===== config.mk =====
export PLATFORM = sky130hd
export DESIGN_NAME = cmic_dev_flat
export DESIGN_NICKNAME = d
export VERILOG_FILES = /design/src/cmic_pkg.sv /design/src/cmic_if.sv /design/src/cmic_dev.sv /design/src/flat_wrapper.sv
export SDC_FILE = /design/constraint.sdc
export NUM_CORES = 1
export LEC_CHECK = 0
export BUFFER_PORTS_ARGS = -buffer_cell sky130_fd_sc_hd__buf_4
export CAP_MARGIN = 0
export CORE_MARGIN = 2
export CORE_UTILIZATION = 50
export CTS_BUF_LIST = sky130_fd_sc_hd__clkbuf_4
export CTS_CLUSTER_SIZE = 14
export DETAILED_ROUTE_END_ITERATION = 16
export PLACE_DENSITY = 0.8
export SYNTH_ARGS = -nofsm -noshare
export SYNTH_HDL_FRONTEND = slang
export SYNTH_SLANG_ARGS = --single-unit

===== constraint.sdc =====
create_clock -name clk_sys -period 16.4 [get_ports clk_sys]
set_clock_uncertainty 0.05 [all_clocks]
set_input_delay 2.46 -clock clk_sys [delete_from_list [all_inputs] [get_ports clk_sys]]
set_output_delay 2.46 -clock clk_sys [all_outputs]
set_load 0.03 [all_outputs]

===== src/cmic_pkg.sv =====
package cmic_pkg;
  // =====================================================
  // register map (byte offsets on the control port)
  localparam logic [7:0] CMIC_OFS_STATUS = 8'h00;
  localparam logic [7:0] CMIC_OFS_INBUF = 8'h04;
  localparam logic [7:0] CMIC_OFS_MODE = 8'h08;
  localparam logic [7:0] CMIC_OFS_FREQ = 8'h0c;
  localparam logic [7:0] CMIC_OFS_ODRV = 8'h10;
  // =====================================================
  // status fields
  localparam int CMIC_ST_CAL_DONE = 0;
  localparam int CMIC_ST_CAL_FAIL = 1;
  localparam int CMIC_ST_SEQ_DONE = 2;
  localparam int CMIC_ST_OUTS_ON = 3;
  localparam int CMIC_ST_JA = 4;
  // =====================================================
  // input_buffer_config fields
  localparam int CMIC_IB_CMOS_SEL = 0;
  localparam int CMIC_IB_LVDS = 1;
  localparam int CMIC_IB_HCSL = 2;
  localparam int CMIC_IB_SELFBIAS = 3;
  localparam int CMIC_IB_DCBIAS = 4;
  localparam int CMIC_IB_INBUFF = 5;
  localparam int CMIC_IB_W = 6;
  localparam logic [5:0] CMIC_IB_RST = 6'h00;
  // =====================================================
  // mode control fields
  localparam int CMIC_MD_STARTUP = 0;
  localparam int CMIC_MD_LOCK_SEL = 2;
  localparam int CMIC_MD_DPLL_EN = 3;
  localparam int CMIC_MD_REF_SEL = 4;
  localparam int CMIC_MD_W = 5;
  localparam logic [4:0] CMIC_MD_RST = 5'h00;
  localparam logic [1:0] CMIC_SU_APLL = 2'h0;
  localparam logic [1:0] CMIC_SU_DPLL = 2'h1;
  localparam logic [1:0] CMIC_SU_NOW = 2'h2;
  // =====================================================
  // output_driver_mode_config: 2-bit mode per output, then term enables
  localparam int CMIC_NOUT = 4;
  localparam int CMIC_OD_TERM = 8;
  localparam int CMIC_OD_W = 12;
  localparam logic [11:0] CMIC_OD_RST = 12'h000;
  localparam logic [1:0] CMIC_OM_HIZ = 2'h0;
  localparam logic [1:0] CMIC_OM_HCSL = 2'h1;
  localparam logic [1:0] CMIC_OM_LVDS = 2'h2;
  localparam logic [1:0] CMIC_OM_CMOS = 2'h3;
  // =====================================================
  // timing and widths
  localparam int CMIC_CLK_MHZ = 40;
  localparam int CMIC_REL_GAP_NS = 100;
  localparam int CMIC_REL_GAP_CYC = (CMIC_REL_GAP_NS * CMIC_CLK_MHZ + 999) / 1000;
  localparam int CMIC_AW = 8;
  localparam int CMIC_DW = 32;
  localparam logic [31:0] CMIC_FREQ_RST = 32'h0000_0000;
  typedef enum logic [2:0] {
    CMIC_S_PWR, CMIC_S_REL, CMIC_S_CAL, CMIC_S_LOAD, CMIC_S_WAIT, CMIC_S_RUN
  } cmic_seq_e;
  typedef enum logic [2:0] {
    CMIC_H_IDLE, CMIC_H_BUSY, CMIC_H_IB, CMIC_H_MD, CMIC_H_OD
  } cmic_host_e;
endpackage


===== src/cmic_if.sv =====
interface cmic_if;
  import cmic_pkg::*;
  logic req;
  logic we;
  logic [CMIC_AW-1:0] addr;
  logic [CMIC_DW-1:0] wdata;
  logic ack;
  logic [CMIC_DW-1:0] rdata;
  modport dev (input req, input we, input addr, input wdata, output ack, output rdata);
  modport host (output req, output we, output addr, output wdata, input ack, input rdata);
endinterface


===== src/cmic_dev.sv =====
// Functional notes
// - all blocks held reset until regulators stable
// - blocks released one after another
// - bias calibration sets done status bit
// - calibration failure flagged, startup continues
// - calibration bits readable over port
// - select bit picks differential or single-ended
// - host sets bias bit for ac-coupled input
// - input pad off at reset, host enables
// - lvds closes switch a, hcsl switch c
// - term enable switches output source resistor
// - host frequency word passed to analog loop
// - word scaled by feedback divide ratio
// - fixed crystal trim offset added
// - synth mode ignores reference, bypasses digital loop
// - jitter mode steers loop from digital filter
// - jitter mode blocks host frequency word
// - reset defaults give synthesizer mode
// - host programs four controls for jitter mode
// - synth reference is crystal or ref pins
// - unused single-ended output set high impedance
// - ac-coupled output uses hcsl and swing
// - startup policy gates outputs until lock
module cmic_dev #(
  parameter int NBLK = 4,
  parameter int FW = 32,
  parameter int DIVW = 16,
  parameter int SCALE_SH = 8
) (
  input wire logic clk_sys,
  input wire logic rst,
  input wire logic ce,
  cmic_if.dev bus,
  input wire logic reg_stable,
  output logic [NBLK-1:0] blk_rst,
  output logic bias_cal_start,
  input wire logic bias_cal_ready,
  input wire logic bias_cal_error,
  input wire logic cfg_load_done,
  input wire logic apll_lock,
  input wire logic dpll_lock,
  input wire logic [DIVW-1:0] fb_div_ratio,
  input wire logic [FW-1:0] xtal_trim,
  input wire logic [FW-1:0] dpll_steer,
  output logic [FW-1:0] fb_word,
  output logic ref_pad_en,
  output logic ref_single_ended,
  output logic ref_sw_a,
  output logic ref_sw_c,
  output logic ref_selfbias,
  output logic diff_ac_bias_enable,
  output logic apll_ref_sel,
  output logic dpll_active,
  output logic lock_sel,
  output logic outputs_enabled,
  output logic [2*cmic_pkg::CMIC_NOUT-1:0] out_mode,
  output logic [cmic_pkg::CMIC_NOUT-1:0] hcsl_term
);
  import cmic_pkg::*;

  typedef struct packed {
    cmic_seq_e st;
    logic [NBLK-1:0] rel;
    logic [7:0] gap;
    logic cal_done;
    logic cal_fail;
    logic outs_on;
    logic [CMIC_IB_W-1:0] ibc;
    logic [CMIC_MD_W-1:0] mode;
    logic [CMIC_OD_W-1:0] odm;
    logic [FW-1:0] fcw;
    logic [FW-1:0] fbw;
    logic ack;
    logic [CMIC_DW-1:0] rdata;
  } cmic_dev_s;

  cmic_dev_s q;
  cmic_dev_s d;
  logic take;
  logic ja_mode;
  logic [FW+DIVW-1:0] prod;
  logic [FW-1:0] scaled;

  // =====================================================
  // mode decode
  // a single registered bit selects the mode, so a write never glitches it
  // registered mode select
  assign ja_mode = q.mode[CMIC_MD_DPLL_EN];
  assign take = bus.req && !q.ack;
  assign prod = q.fcw * fb_div_ratio;
  assign scaled = prod[SCALE_SH +: FW];

  // =====================================================
  // next state
  always_comb begin
    d = q;
    d.ack = 1'b0;
    case (q.st)
      CMIC_S_PWR: begin
        if (reg_stable) begin
          d.st = CMIC_S_REL;
          d.gap = 8'h00;
        end
      end
      CMIC_S_REL: begin
        if (d.gap == 8'(CMIC_REL_GAP_CYC)) begin
          d.gap = 8'h00;
          d.rel = {q.rel[NBLK-2:0], 1'b1};
          if (q.rel[NBLK-1]) begin
            d.st = CMIC_S_CAL;
          end
        end else begin
          d.gap = q.gap + 8'h01;
        end
      end
      CMIC_S_CAL: begin
        if (bias_cal_ready) begin
          d.cal_done = 1'b1;
          d.cal_fail = bias_cal_error;
          d.st = CMIC_S_LOAD;
        end
      end
      CMIC_S_LOAD: begin
        if (cfg_load_done) begin
          d.st = CMIC_S_WAIT;
        end
      end
      CMIC_S_WAIT: begin
        if ((q.mode[CMIC_MD_STARTUP +: 2] == CMIC_SU_APLL && apll_lock) ||
            (q.mode[CMIC_MD_STARTUP +: 2] == CMIC_SU_DPLL && dpll_lock) ||
            q.mode[CMIC_MD_STARTUP +: 2] == CMIC_SU_NOW) begin
          d.outs_on = 1'b1;
          d.st = CMIC_S_RUN;
        end
      end
      default: begin
        d.st = CMIC_S_RUN;
      end
    endcase
    // register port; writes apply on the next edge in this clock domain
    if (take) begin
      d.ack = 1'b1;
      d.rdata = '0;
      if (bus.addr == CMIC_OFS_STATUS) begin
        d.rdata[CMIC_ST_CAL_DONE] = q.cal_done;
        d.rdata[CMIC_ST_CAL_FAIL] = q.cal_fail;
        d.rdata[CMIC_ST_SEQ_DONE] = (q.st == CMIC_S_RUN);
        d.rdata[CMIC_ST_OUTS_ON] = q.outs_on;
        d.rdata[CMIC_ST_JA] = ja_mode;
      end else if (bus.addr == CMIC_OFS_INBUF) begin
        d.rdata[CMIC_IB_W-1:0] = q.ibc;
        if (bus.we) begin
          d.ibc = bus.wdata[CMIC_IB_W-1:0];
        end
      end else if (bus.addr == CMIC_OFS_MODE) begin
        d.rdata[CMIC_MD_W-1:0] = q.mode;
        if (bus.we) begin
          d.mode = bus.wdata[CMIC_MD_W-1:0];
        end
      end else if (bus.addr == CMIC_OFS_FREQ) begin
        d.rdata[FW-1:0] = q.fcw;
        if (bus.we) begin
          d.fcw = bus.wdata[FW-1:0];
        end
      end else if (bus.addr == CMIC_OFS_ODRV) begin
        d.rdata[CMIC_OD_W-1:0] = q.odm;
        if (bus.we) begin
          d.odm = bus.wdata[CMIC_OD_W-1:0];
        end
      end
    end
    // block host word in jitter mode
    if (ja_mode) begin
      d.fbw = dpll_steer;
    end else begin
      d.fbw = scaled + xtal_trim;
    end
  end

  // =====================================================
  // state register
  always_ff @(posedge clk_sys) begin
    if (rst) begin
      q.st <= CMIC_S_PWR;
      q.rel <= '0;
      q.gap <= 8'h00;
      q.cal_done <= 1'b0;
      q.cal_fail <= 1'b0;
      q.outs_on <= 1'b0;
      q.ibc <= CMIC_IB_RST;
      q.mode <= CMIC_MD_RST;
      q.odm <= CMIC_OD_RST;
      q.fcw <= CMIC_FREQ_RST[FW-1:0];
      q.fbw <= '0;
      q.ack <= 1'b0;
      q.rdata <= '0;
    end else if (ce) begin
      q <= d;
    end
  end

  // =====================================================
  // outputs
  assign blk_rst = ~q.rel;
  assign bias_cal_start = (q.st == CMIC_S_CAL);
  assign fb_word = q.fbw;
  assign bus.ack = q.ack;
  assign bus.rdata = q.rdata;
  assign ref_pad_en = q.ibc[CMIC_IB_INBUFF];
  assign ref_single_ended = q.ibc[CMIC_IB_CMOS_SEL];
  assign ref_sw_a = q.ibc[CMIC_IB_LVDS];
  assign ref_sw_c = q.ibc[CMIC_IB_HCSL];
  assign ref_selfbias = q.ibc[CMIC_IB_SELFBIAS];
  assign diff_ac_bias_enable = q.ibc[CMIC_IB_DCBIAS];
  assign apll_ref_sel = q.mode[CMIC_MD_REF_SEL];
  // digital loop bypassed and gated off outside jitter mode
  assign dpll_active = ja_mode;
  assign lock_sel = q.mode[CMIC_MD_LOCK_SEL];
  assign outputs_enabled = q.outs_on;
  assign out_mode = q.odm[2*CMIC_NOUT-1:0];
  assign hcsl_term = q.odm[CMIC_OD_TERM +: CMIC_NOUT];
endmodule


===== src/flat_wrapper.sv =====
// flat-port wrapper written by rule: the top's interface ports become plain ports
module cmic_dev_flat import cmic_pkg::*;
#(
  parameter int NBLK = 4,
  parameter int FW = 32,
  parameter int DIVW = 16,
  parameter int SCALE_SH = 8
)
  (clk_sys, rst, ce, reg_stable, blk_rst, bias_cal_start, bias_cal_ready, bias_cal_error, cfg_load_done, apll_lock, dpll_lock, fb_div_ratio, xtal_trim, dpll_steer, fb_word, ref_pad_en, ref_single_ended, ref_sw_a, ref_sw_c, ref_selfbias, diff_ac_bias_enable, apll_ref_sel, dpll_active, lock_sel, outputs_enabled, out_mode, hcsl_term, bus_req, bus_we, bus_addr, bus_wdata, bus_ack, bus_rdata);
  cmic_if bus_i ();
  input wire logic clk_sys;
  input wire logic rst;
  input wire logic ce;
  input wire logic reg_stable;
  output logic [NBLK-1:0] blk_rst;
  output logic bias_cal_start;
  input wire logic bias_cal_ready;
  input wire logic bias_cal_error;
  input wire logic cfg_load_done;
  input wire logic apll_lock;
  input wire logic dpll_lock;
  input wire logic [DIVW-1:0] fb_div_ratio;
  input wire logic [FW-1:0] xtal_trim;
  input wire logic [FW-1:0] dpll_steer;
  output logic [FW-1:0] fb_word;
  output logic ref_pad_en;
  output logic ref_single_ended;
  output logic ref_sw_a;
  output logic ref_sw_c;
  output logic ref_selfbias;
  output logic diff_ac_bias_enable;
  output logic apll_ref_sel;
  output logic dpll_active;
  output logic lock_sel;
  output logic outputs_enabled;
  output logic [2*cmic_pkg::CMIC_NOUT-1:0] out_mode;
  output logic [cmic_pkg::CMIC_NOUT-1:0] hcsl_term;
  input wire logic [$bits(bus_i.req)-1:0] bus_req;
  input wire logic [$bits(bus_i.we)-1:0] bus_we;
  input wire logic [$bits(bus_i.addr)-1:0] bus_addr;
  input wire logic [$bits(bus_i.wdata)-1:0] bus_wdata;
  output wire logic [$bits(bus_i.ack)-1:0] bus_ack;
  output wire logic [$bits(bus_i.rdata)-1:0] bus_rdata;
  assign bus_i.req = bus_req;
  assign bus_i.we = bus_we;
  assign bus_i.addr = bus_addr;
  assign bus_i.wdata = bus_wdata;
  assign bus_ack = bus_i.ack;
  assign bus_rdata = bus_i.rdata;
  cmic_dev #(.NBLK(NBLK), .FW(FW), .DIVW(DIVW), .SCALE_SH(SCALE_SH)) u_core (.clk_sys(clk_sys), .rst(rst), .ce(ce), .bus(bus_i), .reg_stable(reg_stable), .blk_rst(blk_rst), .bias_cal_start(bias_cal_start), .bias_cal_ready(bias_cal_ready), .bias_cal_error(bias_cal_error), .cfg_load_done(cfg_load_done), .apll_lock(apll_lock), .dpll_lock(dpll_lock), .fb_div_ratio(fb_div_ratio), .xtal_trim(xtal_trim), .dpll_steer(dpll_steer), .fb_word(fb_word), .ref_pad_en(ref_pad_en), .ref_single_ended(ref_single_ended), .ref_sw_a(ref_sw_a), .ref_sw_c(ref_sw_c), .ref_selfbias(ref_selfbias), .diff_ac_bias_enable(diff_ac_bias_enable), .apll_ref_sel(apll_ref_sel), .dpll_active(dpll_active), .lock_sel(lock_sel), .outputs_enabled(outputs_enabled), .out_mode(out_mode), .hcsl_term(hcsl_term));
endmodule

* Yosys cells after proc, flatten, opt, wreduce, memory -nomap -nowiden
Cells that the tools add are included.
** Storage, ports and cells
- Word-level logic and storage cells :: 80
- Memories :: 0
- RAM bits :: 0
- Bits in read-only memories :: 0
- Flip-flop bits (word level) :: 138
- Input bits :: 131
- Latch bits :: 0
- Output and inout bits :: 92
** Cells by class
- Reductions and logical operators :: 20
- Add/sub/neg operators :: 2
- Bitwise gates (word level) :: 5
- $mul :: 1
- Order comparisons :: 0
- Divide/modulo/power cells :: 0
- Shift operators :: 0
- Multiplexer cells :: 21
- Equal/unequal tests :: 18
** Operators with widths (count)
- $mux W27 :: 2
- $mul A32 B16 Y40 :: 1
- $mux W33 :: 1
- $add A32 B32 Y32 :: 1
- $mux W32 :: 1
- $mux W26 :: 1
- $mux W12 :: 2
- $mux W20 :: 1
- $eq A8 B3 Y1 const B :: 2
- $eq A8 B4 Y1 const B :: 2
- $mux W8 :: 2
- $pmux W8 S2 :: 1
- $mux W3 :: 5
- $pmux W3 S5 :: 1
- $reduce_and A7 Y1 :: 2
- $reduce_and A3 Y1 :: 4
- $mux W5 :: 2
- $add A8 B1 Y8 const B :: 1
- $eq A8 B5 Y1 const B :: 1
- $logic_not A8 Y1 :: 1
- $ne A2 B1 Y1 const B :: 4
- $reduce_and A8 Y1 :: 1
- $mux W7 :: 1
- $eq A3 B2 Y1 const B :: 2
- other kinds (17) :: 25

* Depth between registers and ports, before layout
Gate-level depths: netlist (run 1).
- Depth in word-level cells :: 7
- Depth in mapped cells :: 34
- Gate-level depth less buffers :: 33

* Worst setup path before layout (run 1)
No wires, ideal clock.
- Path type :: input to register
- Start point :: in fb_div_ratio[1]
- End point :: reg u_core.q (netlist bit u_core.fb_word[30])
- Path buffers :: 1
- Stages on the path :: 32
- Slack :: 6.514 ns
- Data required time :: 16.273 ns
- Library setup time :: 0.077 ns
- Arrival :: 9.759 ns
- Cell sequence :: clkbuf_1 -> nand2_1 -> fa_1 -> inv_1 -> fa_1 -> inv_1 -> fa_1 -> inv_1 -> fa_1 -> fa_1 -> inv_1 -> fa_1 -> inv_1 -> ha_1 -> a21o_1 -> a21oi_1 -> o21ai_1 -> a21oi_2 -> o21ai_2 -> a221o_1 -> a21o_1 -> a21oi_1 -> xnor2_1 -> ha_1 -> o21ai_0 -> a21oi_1 -> a221oi_2 -> a21oi_4 -> a31oi_4 -> a31oi_1 -> or3_1 -> a41oi_2
** On the way
- Word-level cells in the longest chain between the ends :: 3
** Ends and longest elaborated chain
- start: declaration :: line flat_wrapper.sv:22 : input wire logic [DIVW-1:0] fb_div_ratio;
- $mul A32 B16 Y40 :: line cmic_dev.sv:90 : assign prod = q.fcw * fb_div_ratio;
- $add A32 B32 Y32 :: line cmic_dev.sv:176 : d.fbw = scaled + xtal_trim;
- $mux W32 :: line cmic_dev.sv:173 : if (ja_mode) begin
- end: declaration :: line cmic_dev.sv:77 : cmic_dev_s q;
Every way passes these cells.
A chain may end at the register's enable or synchronous reset.

* Worst setup path after layout (run 1)
Same ends and word-level chain as after synthesis.

==> results of run 1 <==
[metrics by stage]
| step | power (mW) | util [%] | hold slack (ps) | cell area [um2] | setup slack (ps) |
|---|---|---|---|---|---|
| 2_1_floorplan | 0.432 | - | 375 | 22000 | 6510 |
| 3_3_place_gp | 0.481 | 54.2 | 396 | 23500 | 5920 |
| 3_5_place_dp | 0.484 | 54.2 | 401 | 23500 | 5780 |
| 4_1_cts | 0.693 | 54.8 | 419 | 23700 | 6390 |
| 5_1_grt | 0.718 | 54.9 | 441 | 23700 | 5860 |
| 6_report | 0.692 | 54.9 | 419 | 23700 | 6330 |
[flip-flops by register name (all words and copies together) (netlist names)]
signal / cells
u_core.apll_ref_sel: 1
u_core.bus.ack: 1
u_core.bus.rdata: 32
u_core.diff_ac_bias_enable: 1
u_core.dpll_active: 1
u_core.fb_word: 32
u_core.hcsl_term: 4
u_core.lock_sel: 1
u_core.out_mode: 8
u_core.outputs_enabled: 1
u_core.q: 51
u_core.ref_pad_en: 1
u_core.ref_selfbias: 1
u_core.ref_single_ended: 1
u_core.ref_sw_a: 1
u_core.ref_sw_c: 1
[cell families (layout without fill, tap and decap cells)]
kind of cell / count (synthesis) / count (layout) / share of synthesized area [%]
AO/OA/AOI/OAI: 327 / 327 / 9.97
AND/OR/NAND/NOR: 895 / 895 / 18.3
multiplexers: 25 / 25 / 1.14
adder cells (fa/ha/maj): 508 / 508 / 42.3
other: 0 / 2 / 0
XOR/XNOR: 69 / 69 / 2.81
flip-flops: 138 / 138 / 12.6
buffers and inverters: 681 / 735 / 12.9
[cells in the mapped netlist, types with 29 or more instances]
library cell               count  area, um2
sky130_fd_sc_hd__a21oi_1     114        571
sky130_fd_sc_hd__nor2_1      132        495
sky130_fd_sc_hd__a22oi_1      30        225
sky130_fd_sc_hd__o21ai_0      42        210
sky130_fd_sc_hd__and2_1      170       1060
sky130_fd_sc_hd__buf_4        76        571
sky130_fd_sc_hd__inv_1       453       1700
sky130_fd_sc_hd__ha_1        116       1450
sky130_fd_sc_hd__nand3_1      29        145
sky130_fd_sc_hd__xnor2_1      49        429
sky130_fd_sc_hd__nand2_1     484       1820
sky130_fd_sc_hd__dfxtp_1     138       2760
sky130_fd_sc_hd__clkbuf_1    141        529
sky130_fd_sc_hd__fa_1        392       7850
[cells in the final DEF, fill, tap and decap left out, types with 4 or more instances in the layout]
| cell | Yosys | layout |
|---|---|---|
| sky130_fd_sc_hd__nand2_1 | 484 | 484 |
| sky130_fd_sc_hd__xnor2_1 | 49 | 49 |
| sky130_fd_sc_hd__nor4_1 | 5 | 5 |
| sky130_fd_sc_hd__or3_1 | 6 | 6 |
| sky130_fd_sc_hd__a311oi_1 | 12 | 12 |
| sky130_fd_sc_hd__clkbuf_4 | 0 | 19 |
| sky130_fd_sc_hd__nand2b_1 | 7 | 7 |
| sky130_fd_sc_hd__a21o_1 | 21 | 21 |
| sky130_fd_sc_hd__o21a_1 | 9 | 9 |
| sky130_fd_sc_hd__a31oi_1 | 10 | 10 |
| sky130_fd_sc_hd__a22o_1 | 8 | 8 |
| sky130_fd_sc_hd__o21ai_1 | 7 | 7 |
| sky130_fd_sc_hd__o211ai_1 | 14 | 14 |
| sky130_fd_sc_hd__a22oi_1 | 30 | 30 |
| sky130_fd_sc_hd__mux2i_1 | 24 | 24 |
| sky130_fd_sc_hd__xor2_1 | 19 | 19 |
| sky130_fd_sc_hd__inv_1 | 453 | 453 |
| sky130_fd_sc_hd__and3_1 | 19 | 19 |
| sky130_fd_sc_hd__dfxtp_1 | 138 | 137 |
| sky130_fd_sc_hd__nand4_1 | 7 | 7 |
| sky130_fd_sc_hd__a211oi_1 | 11 | 11 |
| sky130_fd_sc_hd__o21bai_1 | 6 | 6 |
| sky130_fd_sc_hd__o21ai_0 | 42 | 42 |
| sky130_fd_sc_hd__and2_1 | 170 | 170 |
| sky130_fd_sc_hd__nand3_1 | 29 | 29 |
| sky130_fd_sc_hd__ha_1 | 116 | 116 |
| sky130_fd_sc_hd__a21oi_1 | 114 | 114 |
| sky130_fd_sc_hd__nor3_1 | 16 | 15 |
| sky130_fd_sc_hd__clkinvlp_4 | 0 | 6 |
| sky130_fd_sc_hd__nor2_1 | 132 | 132 |
| sky130_fd_sc_hd__buf_4 | 76 | 248 |
| sky130_fd_sc_hd__fa_1 | 392 | 392 |
| sky130_fd_sc_hd__nor2b_1 | 4 | 4 |
[routing by layer]
| layer | GRT usage (%) | vias to the layer above | share of wire, % |
|---|---|---|---|
| met3 | 5.24 | 187 | 9.0 |
| met1 | 35.1 | 9078 | 38 |
| met2 | 48.3 | 938 | 49 |
| met4 | 11.6 | 0 | 4.3 |
| li1 | - | 8126 | - |
| met5 | 0 | - | 0 |
[where the power goes]
group,switching (mW),internal [mW]
clock,0.133,0.0787
sequential,0.00631,0.343
combinational,0.0842,0.0474
total,0.223,0.469
[worst paths after layout]
check | to | slack, ps | cells past startpoint
min | u_core.q[122] | 420 | 2
min reg2reg | u_core.q[122] | 420 | 2
max reg2reg | u_core.fb_word[30] | 7560 | 31
max | u_core.fb_word[30] | 6330 | 32
[worst max-delay path, delay by kind of cell]
family	cells	cell delay, ps
buf+inv	6	600
fa+ha+maj	8	3620
compound gates	14	2860
simple gates	3	890
xor+xnor	1	100
[final cells by class]
cell class | instances | area, um2 | area share, %
inverters | 455 | 1710 | 7.20
well taps | 585 | 732 | 3.08
flip-flops and latches | 138 | 2760 | 11.6
multi-input cells | 1824 | 16400 | 69.1
clock inverters | 13 | 120 | 0.506
repair buffers | 248 | 1860 | 7.84
diodes | 2 | 5.00 | 0.0211
clock buffers | 19 | 143 | 0.601
==> flow_metrics.py, run 1 <==
metrics = {
    "run_status": {
        "status": "complete, no violations",
    },
    "run": {
        "timing.max_cap.violations": 0,
    },
    "placement": {
        "placed_cells": 3250,
        "hpwl_um": 49200,
        "routabilityCongestion": 0.949,
        "numPortBuffers": 222,
    },
    "cts": {
        "ctsHtreeMaxLevel": 4,
        "clock_sink_count": 138,
        "tritoncts": "built",
        "ctsLongestPathBuffers": 2,
        "clock_root_buffer": "sky130_fd_sc_hd__clkbuf_4",
        "tritoncts.num_buffers": 17,
        "cts.clk_slew.worst_paths_ps": 120,
        "clk-insertion-delay-late_ps": 570,
        "post_cts_hold_buffer_count": 0,
        "cts-resized-gates": 0,
        "postcts_setup_bufs": 0,
    },
    "global_routing": {
        "grt_overflow_total": 0,
        "antenna_violations_before_repair": 2,
        "first_pass_grt_wire_length_um": 100000,
        "grtUsageTotal_pct": 28.2,
        "grt_pass1_vias": 19300,
        "largest_net_degree_at_the_start_of_global_routing": 112,
    },
    "setup_path": {
        "worstSetupStartpointType": "input pin",
        "critPathLaunch": "fb_div_ratio[1]",
        "timing.setup.critical_path_class": "input pin to flip-flop",
        "r2r-start": "u_core.q[74]",
        "timing.critical_path.to_type": "flip-flop",
        "worst-endpoint-arrival_ps": 10520,
        "crit_path_max_incr_delay_ps": 550,
        "cpMaxStageDelayCell": "sky130_fd_sc_hd__fa_1",
        "timing.critical_path.required_ps": 16860,
        "crit_top_cell": "sky130_fd_sc_hd__fa_1",
        "worst_path_fanout_max": 32,
    },
    "yosys": {
        "post_synth_num_cell_types": 79,
        "syn_area_per_cell_um2": 8.33,
        "synthArstFlopShare_pct": 0,
        "yosys_most_used_dff": "sky130_fd_sc_hd__dfxtp_1",
        "count_of_state_elements_after_synthesis": 138,
        "synth_edf_count": 0,
        "synth_seq_area_share_pct": 12.6,
        "synth.net_count": 3282,
        "synthCells": 2643,
        "yosys_warnings": 0,
        "post_synth_instance_area_um2": 22000,
    },
    "sta": {
        "min_period_ps": 10070,
        "report.final.hold_viol_count": 0,
        "setup_tns_ps": 0,
        "rsz0062_at_grt": "no",
        "slew-limit-headroom_pct": 16.7,
        "slew_at_the_pin_with_the_worst_max_slew_slack_ps": 1250,
        "fin_crit_sh_pct": 61.4,
        "final-max-slew-violation-count": 0,
        "fmaxAchievable_ghz": 0.0993,
        "finish_stage_setup_viols": 0,
    },
    "power": {
        "irDropWorstVdd_mv": 0.0446,
        "p_leak_nw": 11.3,
        "power.density_cell_area_nw_per_um2": 29.2,
    },
    "die": {
        "start_util_pct": 50.9,
        "dieHeight_um": 214,
        "core_area_um2": 43300,
        "io-pin-count": 223,
        "std_cell_rows": 76,
        "die-width_um": 214,
        "die_area_um2": 45700,
    },
    "routing": {
        "vias_per_cell": 5.58,
        "detailroute.via_count": 18300,
        "route.detailed.drc": 0,
        "drtIter0Drc": 1442,
        "finalWirelength_um": 61700,
        "final_antenna_net_count": 0,
        "drt_pre_antenna_iters": 6,
        "routed_wire_length_per_instance_um": 18.8,
    },
    "final_layout": {
        "nFillCells": 3855,
        "nets": 3323,
        "synthToLayoutAreaGrowth_pct": 7.85,
        "finalNonFillerCells": 3284,
        "share_of_final_layout_standard_cells_stronger_than_drive_strength_1_pct": 11.2,
    },
    "min_path": {
        "min-delay-path-class": "flip-flop to flip-flop",
        "min_from": "u_core.q[122]",
    },
}
Note: power is estimated with default switching activity, not from simulation.
==> run 2, diff against run 1 <==
- clock period: 16.4 -> 10.3 ns (I/O delays scaled with it)
==> run 2 against run 1 <==
Net effect:
- flip-flop and latch count did not move
- global-route usage rose by 0.11 points
- via count rose by 0.23%
- power rose by 62%
- die area did not move
- highest routed layer is now met5
==> flow_metrics.py, run 2 (synthesis results as in run 1) <==
metrics = {
    "run_status": {
        "status": "complete, no violations",
    },
    "die": {
        "std_cell_rows": 76,
        "die-width_um": 214,
        "core_area_um2": 43300,
        "die_area_um2": 45700,
        "start_util_pct": 50.9,
        "dieHeight_um": 214,
        "io-pin-count": 223,
    },
    "sta": {
        "final-max-slew-violation-count": 0,
        "finalHoldWorstSlack_ps": 436,
        "fmaxAchievable_ghz": 0.109,
        "setup_tns_ps": 0,
        "min_period_ps": 9160,
        "slew_at_the_pin_with_the_worst_max_slew_slack_ps": 1250,
        "report.final.hold_viol_count": 0,
        "fin_crit_sh_pct": 88.9,
        "finish_stage_setup_viols": 0,
        "slew-limit-headroom_pct": 16.6,
        "fin_ws_ps": 1140,
        "rsz0062_at_grt": "no",
    },
    "cts": {
        "cts-resized-gates": 0,
        "postcts_setup_bufs": 0,
        "post_cts_hold_buffer_count": 0,
        "clk-insertion-delay-late_ps": 580,
        "cts.clk_slew.worst_paths_ps": 120,
        "clock_root_buffer": "sky130_fd_sc_hd__clkbuf_4",
        "ctsHtreeMaxLevel": 4,
        "tritoncts": "built",
        "ctsLongestPathBuffers": 2,
        "tritoncts.num_buffers": 17,
        "clock_sink_count": 138,
    },
    "setup_path": {
        "timing.critical_path.required_ps": 10690,
        "timing.critical_path.to_type": "flip-flop",
        "reg2reg_to": "u_core.fb_word[31]",
        "critical-path-top-delay-family": "adder cells",
        "crit_top_cell": "sky130_fd_sc_hd__fa_1",
        "r2r-start": "u_core.q[74]",
        "crit_path_max_incr_delay_ps": 560,
        "reg2regPathDepth": 32,
        "timing.reg2reg.setup_slack_ps": 1500,
        "timing.setup.critical_path_class": "input pin to flip-flop",
        "worst_path_fanout_max": 32,
        "worstSetupStartpointType": "input pin",
        "cpMaxStageDelayCell": "sky130_fd_sc_hd__fa_1",
        "critical_path.n_buffers_inverters": 6,
        "worst-endpoint-arrival_ps": 9550,
    },
    "final_layout": {
        "post-route-util_pct": 54.9,
        "register_containing_the_most_flip_flops_in_the_final_layout": "u_core.q",
        "nets": 3325,
        "largest_register_ff_count": 51,
        "final_cell_mix": "484 x sky130_fd_sc_hd__nand2_1, 453 x sky130_fd_sc_hd__inv_1, 392 x sky130_fd_sc_hd__fa_1",
        "most_common_library_cell_in_the_layout_ignoring_fill_and_taps": "sky130_fd_sc_hd__nand2_1",
        "synthToLayoutAreaGrowth_pct": 7.98,
        "share_of_final_layout_standard_cells_stronger_than_drive_strength_1_pct": 11.2,
    },
    "routing": {
        "final_antenna_net_count": 0,
        "route.detailed.drc": 0,
        "detailroute.via_count": 18400,
        "drt_pre_antenna_iters": 6,
        "routed_wire_length_per_instance_um": 19.1,
        "drtIter0Drc": 1403,
        "vias_per_cell": 5.59,
        "finalWirelength_um": 62600,
    },
    "min_path": {
        "min_from": "u_core.q[94]",
        "min-delay-path-class": "flip-flop to flip-flop",
        "min_delay_path_depth": 2,
        "timing.hold.worst_endpoint": "u_core.q[94]",
    },
    "global_routing": {
        "grt_overflow_total": 0,
        "grt_pass1_vias": 19400,
        "largest_net_degree_at_the_start_of_global_routing": 110,
        "grtUsageTotal_pct": 28.3,
        "first_pass_grt_wire_length_um": 100000,
        "antenna_violations_before_repair": 2,
    },
    "run": {
        "timing.max_cap.violations": 0,
    },
    "power": {
        "power.density_cell_area_nw_per_um2": 47.2,
        "p_leak_nw": 11.3,
        "irDropWorstVdd_mv": 0.127,
    },
    "placement": {
        "routabilityCongestion": 0.952,
        "hpwl_um": 49900,
        "numPortBuffers": 222,
        "place_worst_setup_slack_ps": 526,
    },
}
-- run 2: cell types whose count changed in the layout (fill, tap and decap cells not counted) --
cell and delta:
sky130_fd_sc_hd__bufinv_16 +1, sky130_fd_sc_hd__diode_2 -1, sky130_fd_sc_hd__clkinv_1 +3, sky130_fd_sc_hd__buf_4 +2
sky130_fd_sc_hd__clkinv_2 -1, sky130_fd_sc_hd__clkinvlp_4 -2, sky130_fd_sc_hd__clkbuf_4 -2, sky130_fd_sc_hd__clkinv_4 +1
-- run 2: worst min-delay path: stages (launching register included) --
cell	delay [ps]
sky130_fd_sc_hd__dfxtp_1	340
sky130_fd_sc_hd__nand2_1	60
sky130_fd_sc_hd__a21oi_1	50
-- run 2: area by class of cell --
type                       instances  area (um2)
sequential                       138        2760
fill                            3873       19500
antenna                            1        2.50
timing repair buffer             250        1880
clock inverter                    15         150
tap                              585         732
clock buffer                      17         128
multi-input combinational       1824       16400
inverter                         455        1710
-- run 2: where the power goes --
group	internal, mW	switching (mW)	leakage (nW)
Clock	0.143	0.213	0.137
Sequential	0.546	0.00976	1.12
Combinational	0.0760	0.133	10.1
Total	0.764	0.356	11.3
-- run 2: per-stage QoR --
step / power [mW] / instances / area (um2)
2_1_floorplan: 0.689 / 2643 / 22000
3_3_place_gp: 0.768 / 3252 / 23500
3_5_place_dp: 0.773 / 3252 / 23500
4_1_cts: 1.12 / 3284 / 23800
5_1_grt: 1.16 / 3285 / 23800
6_report: 1.12 / 3285 / 23800
-- run 2: worst max path at each step --
stage / start / to / slack [ps] / depth (start not counted)
after CTS: fb_div_ratio[1] / u_core.fb_word[30] / 1170 / 32
after global placement: fb_div_ratio[1] / u_core.fb_word[31] / 750 / 33
after floorplan: fb_div_ratio[1] / u_core.fb_word[30] / 1330 / 32
final: fb_div_ratio[1] / u_core.fb_word[31] / 1140 / 33
after global routing: fb_div_ratio[1] / u_core.fb_word[31] / 690 / 33
after detailed placement: fb_div_ratio[1] / u_core.fb_word[31] / 530 / 33
-- run 2: routing by layer --
layer,track usage (%),vias up,routed length [um]
met5,0,-,13
met4,11.4,2,2410
met1,35.3,9220,24000
met3,4.83,179,5490
met2,48.8,847,30700
li1,-,8123,-
